### src/pkg/asc_pkg.sv
// Constants, register map and carrier types of the sequential sample controller.
package asc_pkg;

    localparam int ADDR_W = 8;
    localparam int DATA_W = 32;
    localparam int CHAN_W = 4;
    localparam int RES_W  = 12;
    localparam int ACQ_W  = 4;

    localparam logic [ADDR_W-1:0] OFS_CTRL_ONE   = 8'h00;
    localparam logic [ADDR_W-1:0] OFS_CTRL_THREE = 8'h04;
    localparam logic [ADDR_W-1:0] OFS_CHAN_SEL   = 8'h08;
    localparam logic [ADDR_W-1:0] OFS_SW_TRIG    = 8'h0c;
    localparam logic [ADDR_W-1:0] OFS_STATUS     = 8'h10;
    localparam logic [ADDR_W-1:0] OFS_RESULT     = 8'h14;

    localparam int B_SIM_SEL   = 0;
    localparam int B_PWM_EN    = 1;
    localparam int B_EXT_EN    = 2;
    localparam int B_CONT      = 3;
    localparam int ACQ_LSB     = 8;
    localparam int B_BG0       = 6;
    localparam int BG_W        = 2;
    localparam int B_PWR       = 5;
    localparam int CHAN_LSB    = 0;
    localparam int B_SW_TRIG   = 0;
    localparam int B_ST_BUSY   = 0;
    localparam int B_ST_DONE   = 1;
    localparam int B_ST_REF    = 2;
    localparam int ST_OCC_LSB  = 4;
    localparam int RES_LSB     = 0;
    localparam int RES_CH_LSB  = 16;

    localparam logic [ACQ_W-1:0]  ACQ_RST  = 4'h0;
    localparam logic [BG_W-1:0]   BG_RST   = 2'h0;
    localparam logic [CHAN_W-1:0] CHAN_RST = 4'h0;

    localparam int SYS_PERIOD_NS  = 8;
    localparam int CONV_PERIOD_NS = 80;
    localparam int CYC_PER_HALF   = CONV_PERIOD_NS / (2 * SYS_PERIOD_NS);
    localparam int DIV_W          = 3;
    localparam logic [DIV_W-1:0] HALF_LAST = DIV_W'(CYC_PER_HALF - 1);

    localparam int HCNT_W = 6;
    localparam logic [HCNT_W-1:0] DLY_LAST = 6'h04;
    localparam logic [HCNT_W-1:0] GAP_LAST = 6'h01;
    localparam int PIPE_N    = 8;
    localparam int FLAG_DLY  = 2;
    localparam logic [2:0] BUF_SLOTS = 3'h2;

    typedef struct packed {
        logic [CHAN_W-1:0] chan;
        logic [RES_W-1:0]  data;
    } asc_word_t;

    typedef enum logic [1:0] {
        ST_IDLE   = 2'b00,
        ST_DELAY  = 2'b01,
        ST_SAMPLE = 2'b10,
        ST_GAP    = 2'b11
    } asc_state_t;

endpackage

### src/rtl/asc_sequencer.sv
// Sequential single-channel sample controller with register port and result buffer.
//
// The register addresses and the plain strobed port were chosen for this implementation.
`timescale 1ns/10ps
`default_nettype none

module asc_sequencer
    import asc_pkg::*;
(
    input  wire logic              clk,
    input  wire logic              resetn,
    input  wire logic [ADDR_W-1:0] bus_addr,
    input  wire logic [DATA_W-1:0] bus_wdata,
    input  wire logic              bus_wr,
    input  wire logic              bus_rd,
    output logic      [DATA_W-1:0] bus_rdata,
    input  wire logic              pwm_event_source,
    input  wire logic              external_start_pin,
    input  wire logic [RES_W-1:0]  core_data,
    output logic                   sample_hold,
    output logic                   sample_take,
    output logic      [CHAN_W-1:0] conv_channel,
    output logic                   result_valid,
    input  wire logic              result_ready,
    output asc_word_t              result_word,
    output logic                   done_flag
);

    logic [ACQ_W-1:0]    acq_reg, acq_run_reg;
    logic                sim_sel_reg, pwm_en_reg, ext_en_reg, cont_reg;
    logic [BG_W-1:0]     bg_reg;
    logic                pwr_reg, done_sticky_reg, res_upd_reg;
    logic [CHAN_W-1:0]   chan_reg, conv_channel_reg;
    logic [DATA_W-1:0]   rdata_reg, rd_next;
    logic                ext_s1_reg, ext_s2_reg, ext_s3_reg;
    logic [DIV_W-1:0]    div_reg;
    asc_state_t          st_reg;
    logic [HCNT_W-1:0]   half_cnt_reg;
    logic                sample_hold_reg, sample_take_reg;
    logic [PIPE_N-1:0]   line_v_reg;
    asc_word_t           line_w_reg [PIPE_N];
    asc_word_t           result_reg, head_reg, spare_reg;
    logic [1:0]          inflight_reg;
    logic                head_valid_reg, spare_valid_reg;
    logic [FLAG_DLY-1:0] flag_pipe_reg;

    logic                wr_one, wr_three, wr_chan, wr_status, sw_trig;
    logic                ext_rise, trig_any, room, can_run, accept;
    logic                half_tick, dly_done, sh_done, gap_done, enter_sample;
    logic                res_push, pop;
    logic [1:0]          occ;

    assign wr_one    = bus_wr && (bus_addr == OFS_CTRL_ONE);
    assign wr_three  = bus_wr && (bus_addr == OFS_CTRL_THREE);
    assign wr_chan   = bus_wr && (bus_addr == OFS_CHAN_SEL);
    assign wr_status = bus_wr && (bus_addr == OFS_STATUS);
    assign sw_trig   = bus_wr && (bus_addr == OFS_SW_TRIG) && bus_wdata[B_SW_TRIG];

    // Control registers; power bits are taken in any order or all at once.
    always_ff @(posedge clk) begin
        if (!resetn) begin
            acq_reg     <= ACQ_RST;
            sim_sel_reg <= 1'b0;
            pwm_en_reg  <= 1'b0;
            ext_en_reg  <= 1'b0;
            cont_reg    <= 1'b0;
            bg_reg      <= BG_RST;
            pwr_reg     <= 1'b0;
            chan_reg    <= CHAN_RST;
        end else begin
            if (wr_one) begin
                acq_reg     <= bus_wdata[ACQ_LSB +: ACQ_W];
                sim_sel_reg <= bus_wdata[B_SIM_SEL];
                pwm_en_reg  <= bus_wdata[B_PWM_EN];
                ext_en_reg  <= bus_wdata[B_EXT_EN];
                cont_reg    <= bus_wdata[B_CONT];
            end
            if (wr_three) begin
                bg_reg  <= bus_wdata[B_BG0 +: BG_W];
                pwr_reg <= bus_wdata[B_PWR];
            end
            if (wr_chan) begin
                chan_reg <= bus_wdata[CHAN_LSB +: CHAN_W];
            end
        end
    end

    // The start pin is asynchronous, so it is synchronised before edge detection.
    always_ff @(posedge clk) begin
        if (!resetn) begin
            {ext_s3_reg, ext_s2_reg, ext_s1_reg} <= 3'h0;
        end else begin
            {ext_s3_reg, ext_s2_reg, ext_s1_reg} <= {ext_s2_reg, ext_s1_reg, external_start_pin};
        end
    end

    assign ext_rise = ext_s2_reg && !ext_s3_reg;
    assign trig_any = sw_trig || (pwm_event_source && pwm_en_reg) || (ext_rise && ext_en_reg);

    // A sample is only started when a buffer slot is reserved for it, so no word is lost on a stall.
    assign occ     = {1'b0, head_valid_reg} + {1'b0, spare_valid_reg};
    assign room    = ({1'b0, inflight_reg} + {1'b0, occ}) < BUF_SLOTS;
    assign can_run = pwr_reg && !sim_sel_reg && room;
    assign accept  = (st_reg == ST_IDLE) && can_run && trig_any;

    // Half-period ticks of the converter clock; restarting on a trigger fixes the 2.5 clock delay.
    assign half_tick = (div_reg == HALF_LAST);

    always_ff @(posedge clk) begin
        if (!resetn || accept || half_tick) begin
            div_reg <= '0;
        end else begin
            div_reg <= div_reg + 1'b1;
        end
    end

    assign dly_done     = (st_reg == ST_DELAY) && half_tick && (half_cnt_reg == DLY_LAST);
    assign sh_done      = (st_reg == ST_SAMPLE) && half_tick && (half_cnt_reg == {1'b0, acq_run_reg, 1'b1});
    assign gap_done     = (st_reg == ST_GAP) && half_tick && (half_cnt_reg == GAP_LAST);
    assign enter_sample = pwr_reg && (dly_done || (gap_done && cont_reg && can_run));

    always_ff @(posedge clk) begin
        if (!resetn) begin
            st_reg           <= ST_IDLE;
            half_cnt_reg     <= '0;
            acq_run_reg      <= ACQ_RST;
            sample_hold_reg  <= 1'b0;
            sample_take_reg  <= 1'b0;
            conv_channel_reg <= CHAN_RST;
        end else begin
            sample_take_reg <= 1'b0;
            if (!pwr_reg) begin
                st_reg          <= ST_IDLE;
                sample_hold_reg <= 1'b0;
            end else if (enter_sample) begin
                st_reg           <= ST_SAMPLE;
                half_cnt_reg     <= '0;
                sample_hold_reg  <= 1'b1;
                conv_channel_reg <= chan_reg;
                acq_run_reg      <= acq_reg;
            end else begin
                unique case (st_reg)
                    ST_IDLE: begin
                        if (accept) begin
                            st_reg       <= ST_DELAY;
                            half_cnt_reg <= '0;
                        end
                    end
                    ST_DELAY, ST_GAP: begin
                        if (gap_done) begin
                            st_reg <= ST_IDLE;
                        end else if (half_tick) begin
                            half_cnt_reg <= half_cnt_reg + 1'b1;
                        end
                    end
                    ST_SAMPLE: begin
                        if (sh_done) begin
                            st_reg          <= ST_GAP;
                            half_cnt_reg    <= '0;
                            sample_hold_reg <= 1'b0;
                            sample_take_reg <= 1'b1;
                        end else if (half_tick) begin
                            half_cnt_reg <= half_cnt_reg + 1'b1;
                        end
                    end
                endcase
            end
        end
    end

    // The core pipeline is modelled as a fixed-length line stepped on half ticks.
    always_ff @(posedge clk) begin
        if (!resetn || !pwr_reg) begin
            line_v_reg <= '0;
        end else if (half_tick) begin
            line_v_reg <= {line_v_reg[PIPE_N-2:0], sh_done};
        end
    end

    always_ff @(posedge clk) begin
        if (half_tick) begin
            line_w_reg[0] <= {conv_channel_reg, core_data};
        end
    end

    for (genvar i = 1; i < PIPE_N; i++) begin : g_pipe
        always_ff @(posedge clk) begin
            if (half_tick) begin
                line_w_reg[i] <= line_w_reg[i-1];
            end
        end
    end

    assign res_push = pwr_reg && half_tick && line_v_reg[PIPE_N-1];

    always_ff @(posedge clk) begin
        if (!resetn) begin
            result_reg  <= '0;
            res_upd_reg <= 1'b0;
        end else begin
            res_upd_reg <= res_push;
            if (res_push) begin
                result_reg <= line_w_reg[PIPE_N-1];
            end
        end
    end

    always_ff @(posedge clk) begin
        if (!resetn || !pwr_reg) begin
            inflight_reg <= '0;
        end else begin
            inflight_reg <= inflight_reg + 2'(enter_sample) - 2'(res_push);
        end
    end

    // Two-entry buffer: the head drives the output port, the spare catches a word during a stall.
    assign pop = head_valid_reg && result_ready;

    always_ff @(posedge clk) begin
        if (!resetn) begin
            head_valid_reg  <= 1'b0;
            spare_valid_reg <= 1'b0;
            head_reg        <= '0;
            spare_reg       <= '0;
        end else if (pop || !head_valid_reg) begin
            if (spare_valid_reg) begin
                head_reg        <= spare_reg;
                head_valid_reg  <= 1'b1;
                spare_reg       <= line_w_reg[PIPE_N-1];
                spare_valid_reg <= res_push;
            end else begin
                head_reg       <= line_w_reg[PIPE_N-1];
                head_valid_reg <= res_push;
            end
        end else if (res_push) begin
            spare_reg       <= line_w_reg[PIPE_N-1];
            spare_valid_reg <= 1'b1;
        end
    end

    // The done flag trails the result update by a fixed number of cycles.
    always_ff @(posedge clk) begin
        if (!resetn) begin
            flag_pipe_reg <= '0;
        end else begin
            flag_pipe_reg <= {flag_pipe_reg[FLAG_DLY-2:0], res_upd_reg};
        end
    end

    always_ff @(posedge clk) begin
        if (!resetn) begin
            done_sticky_reg <= 1'b0;
        end else if (flag_pipe_reg[FLAG_DLY-1]) begin
            done_sticky_reg <= 1'b1;
        end else if (wr_status && bus_wdata[B_ST_DONE]) begin
            done_sticky_reg <= 1'b0;
        end
    end

    always_comb begin
        rd_next = '0;
        unique case (bus_addr)
            OFS_CTRL_ONE: begin
                rd_next[ACQ_LSB +: ACQ_W] = acq_reg;
                rd_next[B_SIM_SEL]        = sim_sel_reg;
                rd_next[B_PWM_EN]         = pwm_en_reg;
                rd_next[B_EXT_EN]         = ext_en_reg;
                rd_next[B_CONT]           = cont_reg;
            end
            OFS_CTRL_THREE: begin
                rd_next[B_BG0 +: BG_W] = bg_reg;
                rd_next[B_PWR]         = pwr_reg;
            end
            OFS_CHAN_SEL: begin
                rd_next[CHAN_LSB +: CHAN_W] = chan_reg;
            end
            OFS_STATUS: begin
                rd_next[B_ST_BUSY]        = (st_reg != ST_IDLE) || (inflight_reg != '0);
                rd_next[B_ST_DONE]        = done_sticky_reg;
                rd_next[B_ST_REF]         = (&bg_reg) && pwr_reg;
                rd_next[ST_OCC_LSB +: 2]  = occ;
            end
            OFS_RESULT: begin
                rd_next[RES_LSB +: RES_W]     = result_reg.data;
                rd_next[RES_CH_LSB +: CHAN_W] = result_reg.chan;
            end
            default: begin
                rd_next = '0;
            end
        endcase
    end

    always_ff @(posedge clk) begin
        if (!resetn || !bus_rd) begin
            rdata_reg <= '0;
        end else begin
            rdata_reg <= rd_next;
        end
    end

    assign bus_rdata    = rdata_reg;
    assign sample_hold  = sample_hold_reg;
    assign sample_take  = sample_take_reg;
    assign conv_channel = conv_channel_reg;
    assign result_valid = head_valid_reg;
    assign result_word  = head_reg;
    assign done_flag    = flag_pipe_reg[FLAG_DLY-1];

    localparam int A_DLY = 26, A_LAT = 40, A_FLAG = 2, A_CONV = 2 * CYC_PER_HALF;

    logic [7:0] sh_cnt_reg;

    always_ff @(posedge clk) begin
        if (!resetn || !sample_hold_reg) begin
            sh_cnt_reg <= '0;
        end else begin
            sh_cnt_reg <= sh_cnt_reg + 1'b1;
        end
    end
endmodule

`default_nettype wire
### config.mk
export PLATFORM = sky130hd
export DESIGN_NAME = asc_sequencer
export DESIGN_NICKNAME = d
export VERILOG_FILES = /design/src/pkg/asc_pkg.sv /design/src/rtl/asc_sequencer.sv
export SDC_FILE = /design/constraint.sdc
export NUM_CORES = 1
export LEC_CHECK = 0
export BUFFER_PORTS_ARGS = -buffer_cell sky130_fd_sc_hd__buf_2
export CAP_MARGIN = 20
export CELL_PAD_IN_SITES_DETAIL_PLACEMENT = 1
export CELL_PAD_IN_SITES_GLOBAL_PLACEMENT = 1
export CORE_MARGIN = 5
export CORE_UTILIZATION = 46
export DETAILED_ROUTE_END_ITERATION = 8
export PLACE_DENSITY = 0.88
export SLEW_MARGIN = 20
export SYNTH_ARGS = -nofsm -noshare
export SYNTH_HDL_FRONTEND = slang
export SYNTH_SLANG_ARGS = --single-unit
### constraint.sdc
create_clock -name clk -period 5.35 [get_ports clk]
set_input_delay 1.07 -clock clk [delete_from_list [all_inputs] [get_ports clk]]
set_output_delay 1.07 -clock clk [all_outputs]
set_load 0.005 [all_outputs]
**Word level (Yosys, flattened, before mapping)**

Memory sizes are Yosys's and may differ from the RTL's.
Cells that the tools add are included.

- Register bits: 135
- Bits in writable memories: 128
- Input bits: 59
- Output and inout port bits: 56
- Word-level logic and storage cells: 162
- Memories: 1

- $add $sub $neg: 6
- Magnitude comparators: 1
- Equality and inequality tests: 20
- Muxes and demuxes: 33
- Bitwise operators: 4
- Reductions and logical operators: 62

Memory list:

| memory | depth | width | rd ports | clocked after Yosys merged registers in | wr ports | RTL line | source |
|---|---|---|---|---|---|---|---|
| line_w_reg | 8 | 16 | 8 | 0 | 8 | asc_sequencer.sv:41 | `asc_word_t line_w_reg [PIPE_N];` |

Operators by type and width:

| kind | count |
|---|---|
| two-way mux 16 bit | 4 |
| two-way mux 6 bit | 5 |
| logical AND 1 bit | 27 |
| case mux 6 bit (3 select lines) | 1 |
| equality test 8 x 4 -> 1 bit, second input constant | 2 |
| equality test 8 x 5 -> 1 bit, second input constant | 2 |
| two-way mux 1 bit | 12 |
| != test 3 bit, second input constant | 4 |
| case mux 3 bit (4 select lines) | 1 |
| nonzero test 2 bit | 6 |
| AND reduction 2 bit | 5 |
| logical OR 1 bit | 9 |
| AND reduction 3 bit | 3 |
| equality test 8 x 3 -> 1 bit, second input constant | 1 |
| logical NOT 8 bit | 1 |
| two-way mux 2 bit | 4 |
| != test 2 bit, second input constant | 4 |
| case mux 4 bit (2 select lines) | 1 |
| adder 6 x 1 -> 6 bit, second input constant | 1 |
| equality test 6 x 1 -> 1 bit, second input constant | 1 |
| equality test 6 x 3 -> 1 bit, second input constant | 1 |
| equality test 6 x 5 -> 1 bit | 1 |
| logical NOT 1 bit | 6 |
| case mux 1 bit (3 select lines) | 2 |
| other kinds (17) | 22 |

**Depth between registers and ports, before layout**

- Depth in word-level cells: 9
- Depth in mapped cells: 14
- Depth with buffers taken out: 13

**Worst setup path after synthesis**

No wires, ideal clock.

- Path kind: register -> register
- Start point: register div_reg[0]
- End point: register half_cnt_reg[0]
- Setup time: 91 ps
- Arrival: 4,828 ps
- Required time: 5,259 ps
- Setup slack: 431 ps
- Stages on the path, launching flop included: 8
- Path buffers: 1
- Period minus slack after synthesis: 4,919 ps
- Cell sequence: dfxtp_1 inv_1 ha_1 nand2_1 inv_1 clkbuf_1 a31oi_1 a31oi_1

- Longest elaborated chain between the ends: 9
- Elaborated cells on any way between the ends: 19
- Classes of those cells: eq/ne (3); mux (5); reduce/logical (11)

RTL lines:

| what | RTL line | source |
|---|---|---|
| start, declared | asc_sequencer.sv:36 | `logic [DIV_W-1:0] div_reg;` |
| start signal, assigned | asc_sequencer.sv:113 | `div_reg <= div_reg + 1'b1;` |
| equality test 3 bit * | asc_sequencer.sv:107 | `assign half_tick = (div_reg == HALF_LAST);` |
| logical AND 1 bit (2 in series) | asc_sequencer.sv:119 | `assign gap_done = (st_reg == ST_GAP) && half_tick && (half_cnt_reg == GAP_LAST);` |
| logical AND 1 bit (2 in series) | asc_sequencer.sv:120 | `assign enter_sample = pwr_reg && (dly_done \|\| (gap_done && cont_reg && can_run));` |
| logical OR 1 bit | asc_sequencer.sv:120 |  |
| logical AND 1 bit | asc_sequencer.sv:120 |  |
| != test 3 bit (no line) | -- |  |
| AND reduction 3 bit (no line) | -- |  |
| end signal, assigned | asc_sequencer.sv:153 | `half_cnt_reg <= half_cnt_reg + 1'b1;` |
| end signal, assigned | asc_sequencer.sv:163 | `half_cnt_reg <= half_cnt_reg + 1'b1;` |
| end, declared | asc_sequencer.sv:38 | `logic [HCNT_W-1:0] half_cnt_reg;` |

Mark *: on every way between the ends. The rest lies on a longest branch, timed or not. The select of a mux whose other input is x is not followed.
A chain may end at the register's enable or synchronous reset.

**Worst setup path after layout**

- Start point: register head_valid_reg, in the netlist result_valid
- End point: register inflight_reg[1]

- Longest elaborated chain between the ends: 9

RTL lines:

| what | RTL line | source |
|---|---|---|
| start, declared | asc_sequencer.sv:44 | `logic head_valid_reg, spare_valid_reg;` |
| start signal, assigned | asc_sequencer.sv:233 | `head_valid_reg <= res_push;` |
| adder 1 x 1 -> 2 bit | asc_sequencer.sv:101 | `assign occ = {1'b0, head_valid_reg} + {1'b0, spare_valid_reg};` |
| adder 2 x 2 -> 3 bit | asc_sequencer.sv:102 | `assign room = ({1'b0, inflight_reg} + {1'b0, occ}) < BUF_SLOTS;` |
| < comparator 3 x 2 -> 1 bit | asc_sequencer.sv:102 |  |
| logical AND 1 bit | asc_sequencer.sv:103 | `assign can_run = pwr_reg && !sim_sel_reg && room;` |
| logical AND 1 bit | asc_sequencer.sv:120 |  |
| logical OR 1 bit | asc_sequencer.sv:120 |  |
| logical AND 1 bit | asc_sequencer.sv:120 |  |
| adder 2 x 1 -> 2 bit | asc_sequencer.sv:212 | `inflight_reg <= inflight_reg + 2'(enter_sample) - 2'(res_push);` |
| subtractor 2 x 1 -> 2 bit | asc_sequencer.sv:212 |  |
| end signal, assigned | asc_sequencer.sv:212 |  |
| end, declared | asc_sequencer.sv:43 | `logic [1:0] inflight_reg;` |

No other way between the ends.

==> results.toml <==
[outcome]
outcome = "finished, final reports clean"

[synthesis]
synthFlopType = "edfxtp_1"
synthTopCellsByArea = "edfxtp_1 (44%), dfxtp_1 (27%), nand2_1 (4.7%)"
synth_seq_cells = 247
yosys-top-cells-count = "edfxtp_1 (128), dfxtp_1 (119), nand2_1 (110)"
synth_area_leader_cell = "edfxtp_1"
seq_area_frac_synth_pct = 70.8
synth_area_per_cell_um2 = 12.5
netlist_area_um2 = 8790
yosys.area.top_type_share_pct = 43.7
synth-edff-count = 128
async_flop_share_pct = 0
synth.distinct_cells = 52
synth_most_common_cell = "edfxtp_1"
syn_inst = 702
yosys_warnings = 0

[layout]
nets = 846
n_antenna_cell = 0
post-route-util_pct = 54.4
drive_above_1_share_pct = 17.1
area_growth_syn_to_layout_pct = 16.1
fill_cells = 1939
multi_input_area_um2 = 2290
largest_register_ffs = 128
regArea_um2 = 6230

[critical_path]
worstPathArrival_ns = 4.39
r2r_slack_ns = 1.36
ff2ff_path_depth = 13
path_max_fanout = 9
crit_end = "inflight_reg[1]"
crit_path_start = "result_valid"
start_kind = "flip-flop"
worstReg2RegEnd = "inflight_reg[1]"
r2r_start = "result_valid"
setup.worst_path.end_class = "flip-flop"
crit_type = "reg2reg"
crit_required_ns = 5.74

[clock_network]
cts_resized = 0
cts_tree = "done"
post_cts_buffers = 0
clock-sinks = 247
h-tree-depth = 1
clock_latency_ns = 0.53
root_buffer = "clkbuf_16"
hold_buffers = 0
path_clk_slew_ns = 0.06
cts_buffer_depth = 3
numCtsBuffers = 25

[timing]
max_freq_mhz = 250
fin_crit_sh_pct = 74.7
slew_violations = 0
tightest_slew_ns = 0.828
fin_ws_ns = 1.36
finalSetupTns_ns = 0
relSlewSlack_pct = 44.6
period_needed_ns = 3.99
setup_viol = 0
finClkSkew_ns = 0.0184
rsz0062_at_grt = "no"
hold_violations = 0
whs_ns = 0.412

[grt]
grt_pass1_wl_um = 30500
antenna_found_initial = 1
grt.total_usage_pct = 17.4
grt_overflow = 0
first_global_vias = 5733
grt_max_degree = 75

[placed_design]
dp_slack_ns = 1.47
place_hpwl_um = 12500
place_congestion = 0.816
io_buffer_count = 77

[power]
ir_worst_vdd_mv = 0.271
power_density_nw_per_um2 = 391
leakage_nw = 3.67
power_mw = 3.99

[detailed_routing]
drc = 0
ant_nets = 0
viasPerCell = 5.33
firstDrtPassIters = 5
vias = 5492
first_iter_violations = 366
drt-wirelength-per-cell_um = 18.3
finalWirelength_um = 18900

[die]
start_util_pct = 46.8
fp.dieW_um = 148
rows = 50
io_pins = 115
core-area_um2 = 18800
die_h_um = 148
die_area_um2 = 22000

[job]
max_cap_violations = 0

[hold_path]
hp-class = "reg2reg"
[cell type report]
cell class / instances / share of cell area (%)
Timing Repair Buffer: 84 / 4.29
Sequential cell: 247 / 61.0
Tap cell: 234 / 2.87
Clock buffer: 32 / 7.09
Clock inverter: 14 / 1.73
Multi-Input combinational cell: 404 / 22.4
Inverter: 16 / 0.613
[critical path, cell delays in order, from the launching register on]
cell and delay, ns:
dfxtp_1 0.41, ha_1 0.28, and2_1 0.19, fa_1 0.47, or4b_1 0.55, o31ai_2 0.32, and3_1 0.61, inv_1 0.12
ha_1 0.32, inv_1 0.05, ha_1 0.18, xor2_1 0.16, xnor2_1 0.14, nor2_1 0.06
[cell usage in the layout (no fill, tap or decap), types with 16 or more instances in the layout]
| master | n |
|---|---|
| a211oi_1 | 16 |
| a21oi_1 | 64 |
| buf_2 | 77 |
| clkbuf_16 | 27 |
| conb_1 | 16 |
| dfxtp_1 | 119 |
| edfxtp_1 | 128 |
| mux2i_1 | 31 |
| nand2_1 | 110 |
| nand3_1 | 17 |
| nor2_1 | 53 |
[metrics by stage]
| stage | std cells | instance area (um^2) |
|---|---|---|
| 2_1_floorplan | 717 | 8850 |
| 3_3_place_gp | 985 | 9310 |
| 3_5_place_dp | 985 | 9310 |
| 4_1_cts | 1031 | 10200 |
| 6_report | 1031 | 10200 |
| 5_1_grt | 1031 | 10200 |
[power by group]
part	internal (mW)	leakage (nW)	switching, mW	total, mW
combinational	0.0242	1.11	0.0629	0.0872
clock	1.15	0.443	0.713	1.86
sequential	2.03	2.12	0.0147	2.04
total	3.20	3.67	0.791	3.99
[cell families (layout without fill, tap and decap cells)]
group                      Yosys count  after routing  share of synthesized area (%)
other                                1             16                         0.0427
and+or+nand+nor                    226            226                           11.7
adders and majority gates            9              9                           1.37
buffers and inverters               66            146                           3.77
AOI/OAI and AO/OA                  115            115                           8.10
muxes                               31             31                           3.53
DFF                                247            247                           70.8
xor gates and xnor gates             7              7                          0.697
[worst min path at each step]
stage	from	slack, ns	end	cells after the start
after floorplan	line_w_reg[0][0]	0.40	line_w_reg[0][16]	0
after global placement	line_w_reg[1][18]	0.40	line_w_reg[1][34]	0
after detailed placement	line_w_reg[0][4]	0.41	line_w_reg[0][20]	0
after CTS	line_w_reg[1][14]	0.41	line_w_reg[1][30]	0
after global routing	line_w_reg[0][14]	0.42	line_w_reg[0][30]	0
final	line_w_reg[1][14]	0.41	line_w_reg[1][30]	0
[metal layers]
layer	vias up	part of all wire (%)	track usage, %
met5	-	0.069	0
met4	2	4.0	7.25
met3	61	5.5	3.26
met2	172	49	29.5
met1	2646	41	22.2
li1	2611	-	-
No activity file was read; power rests on OpenSTA's default activity.
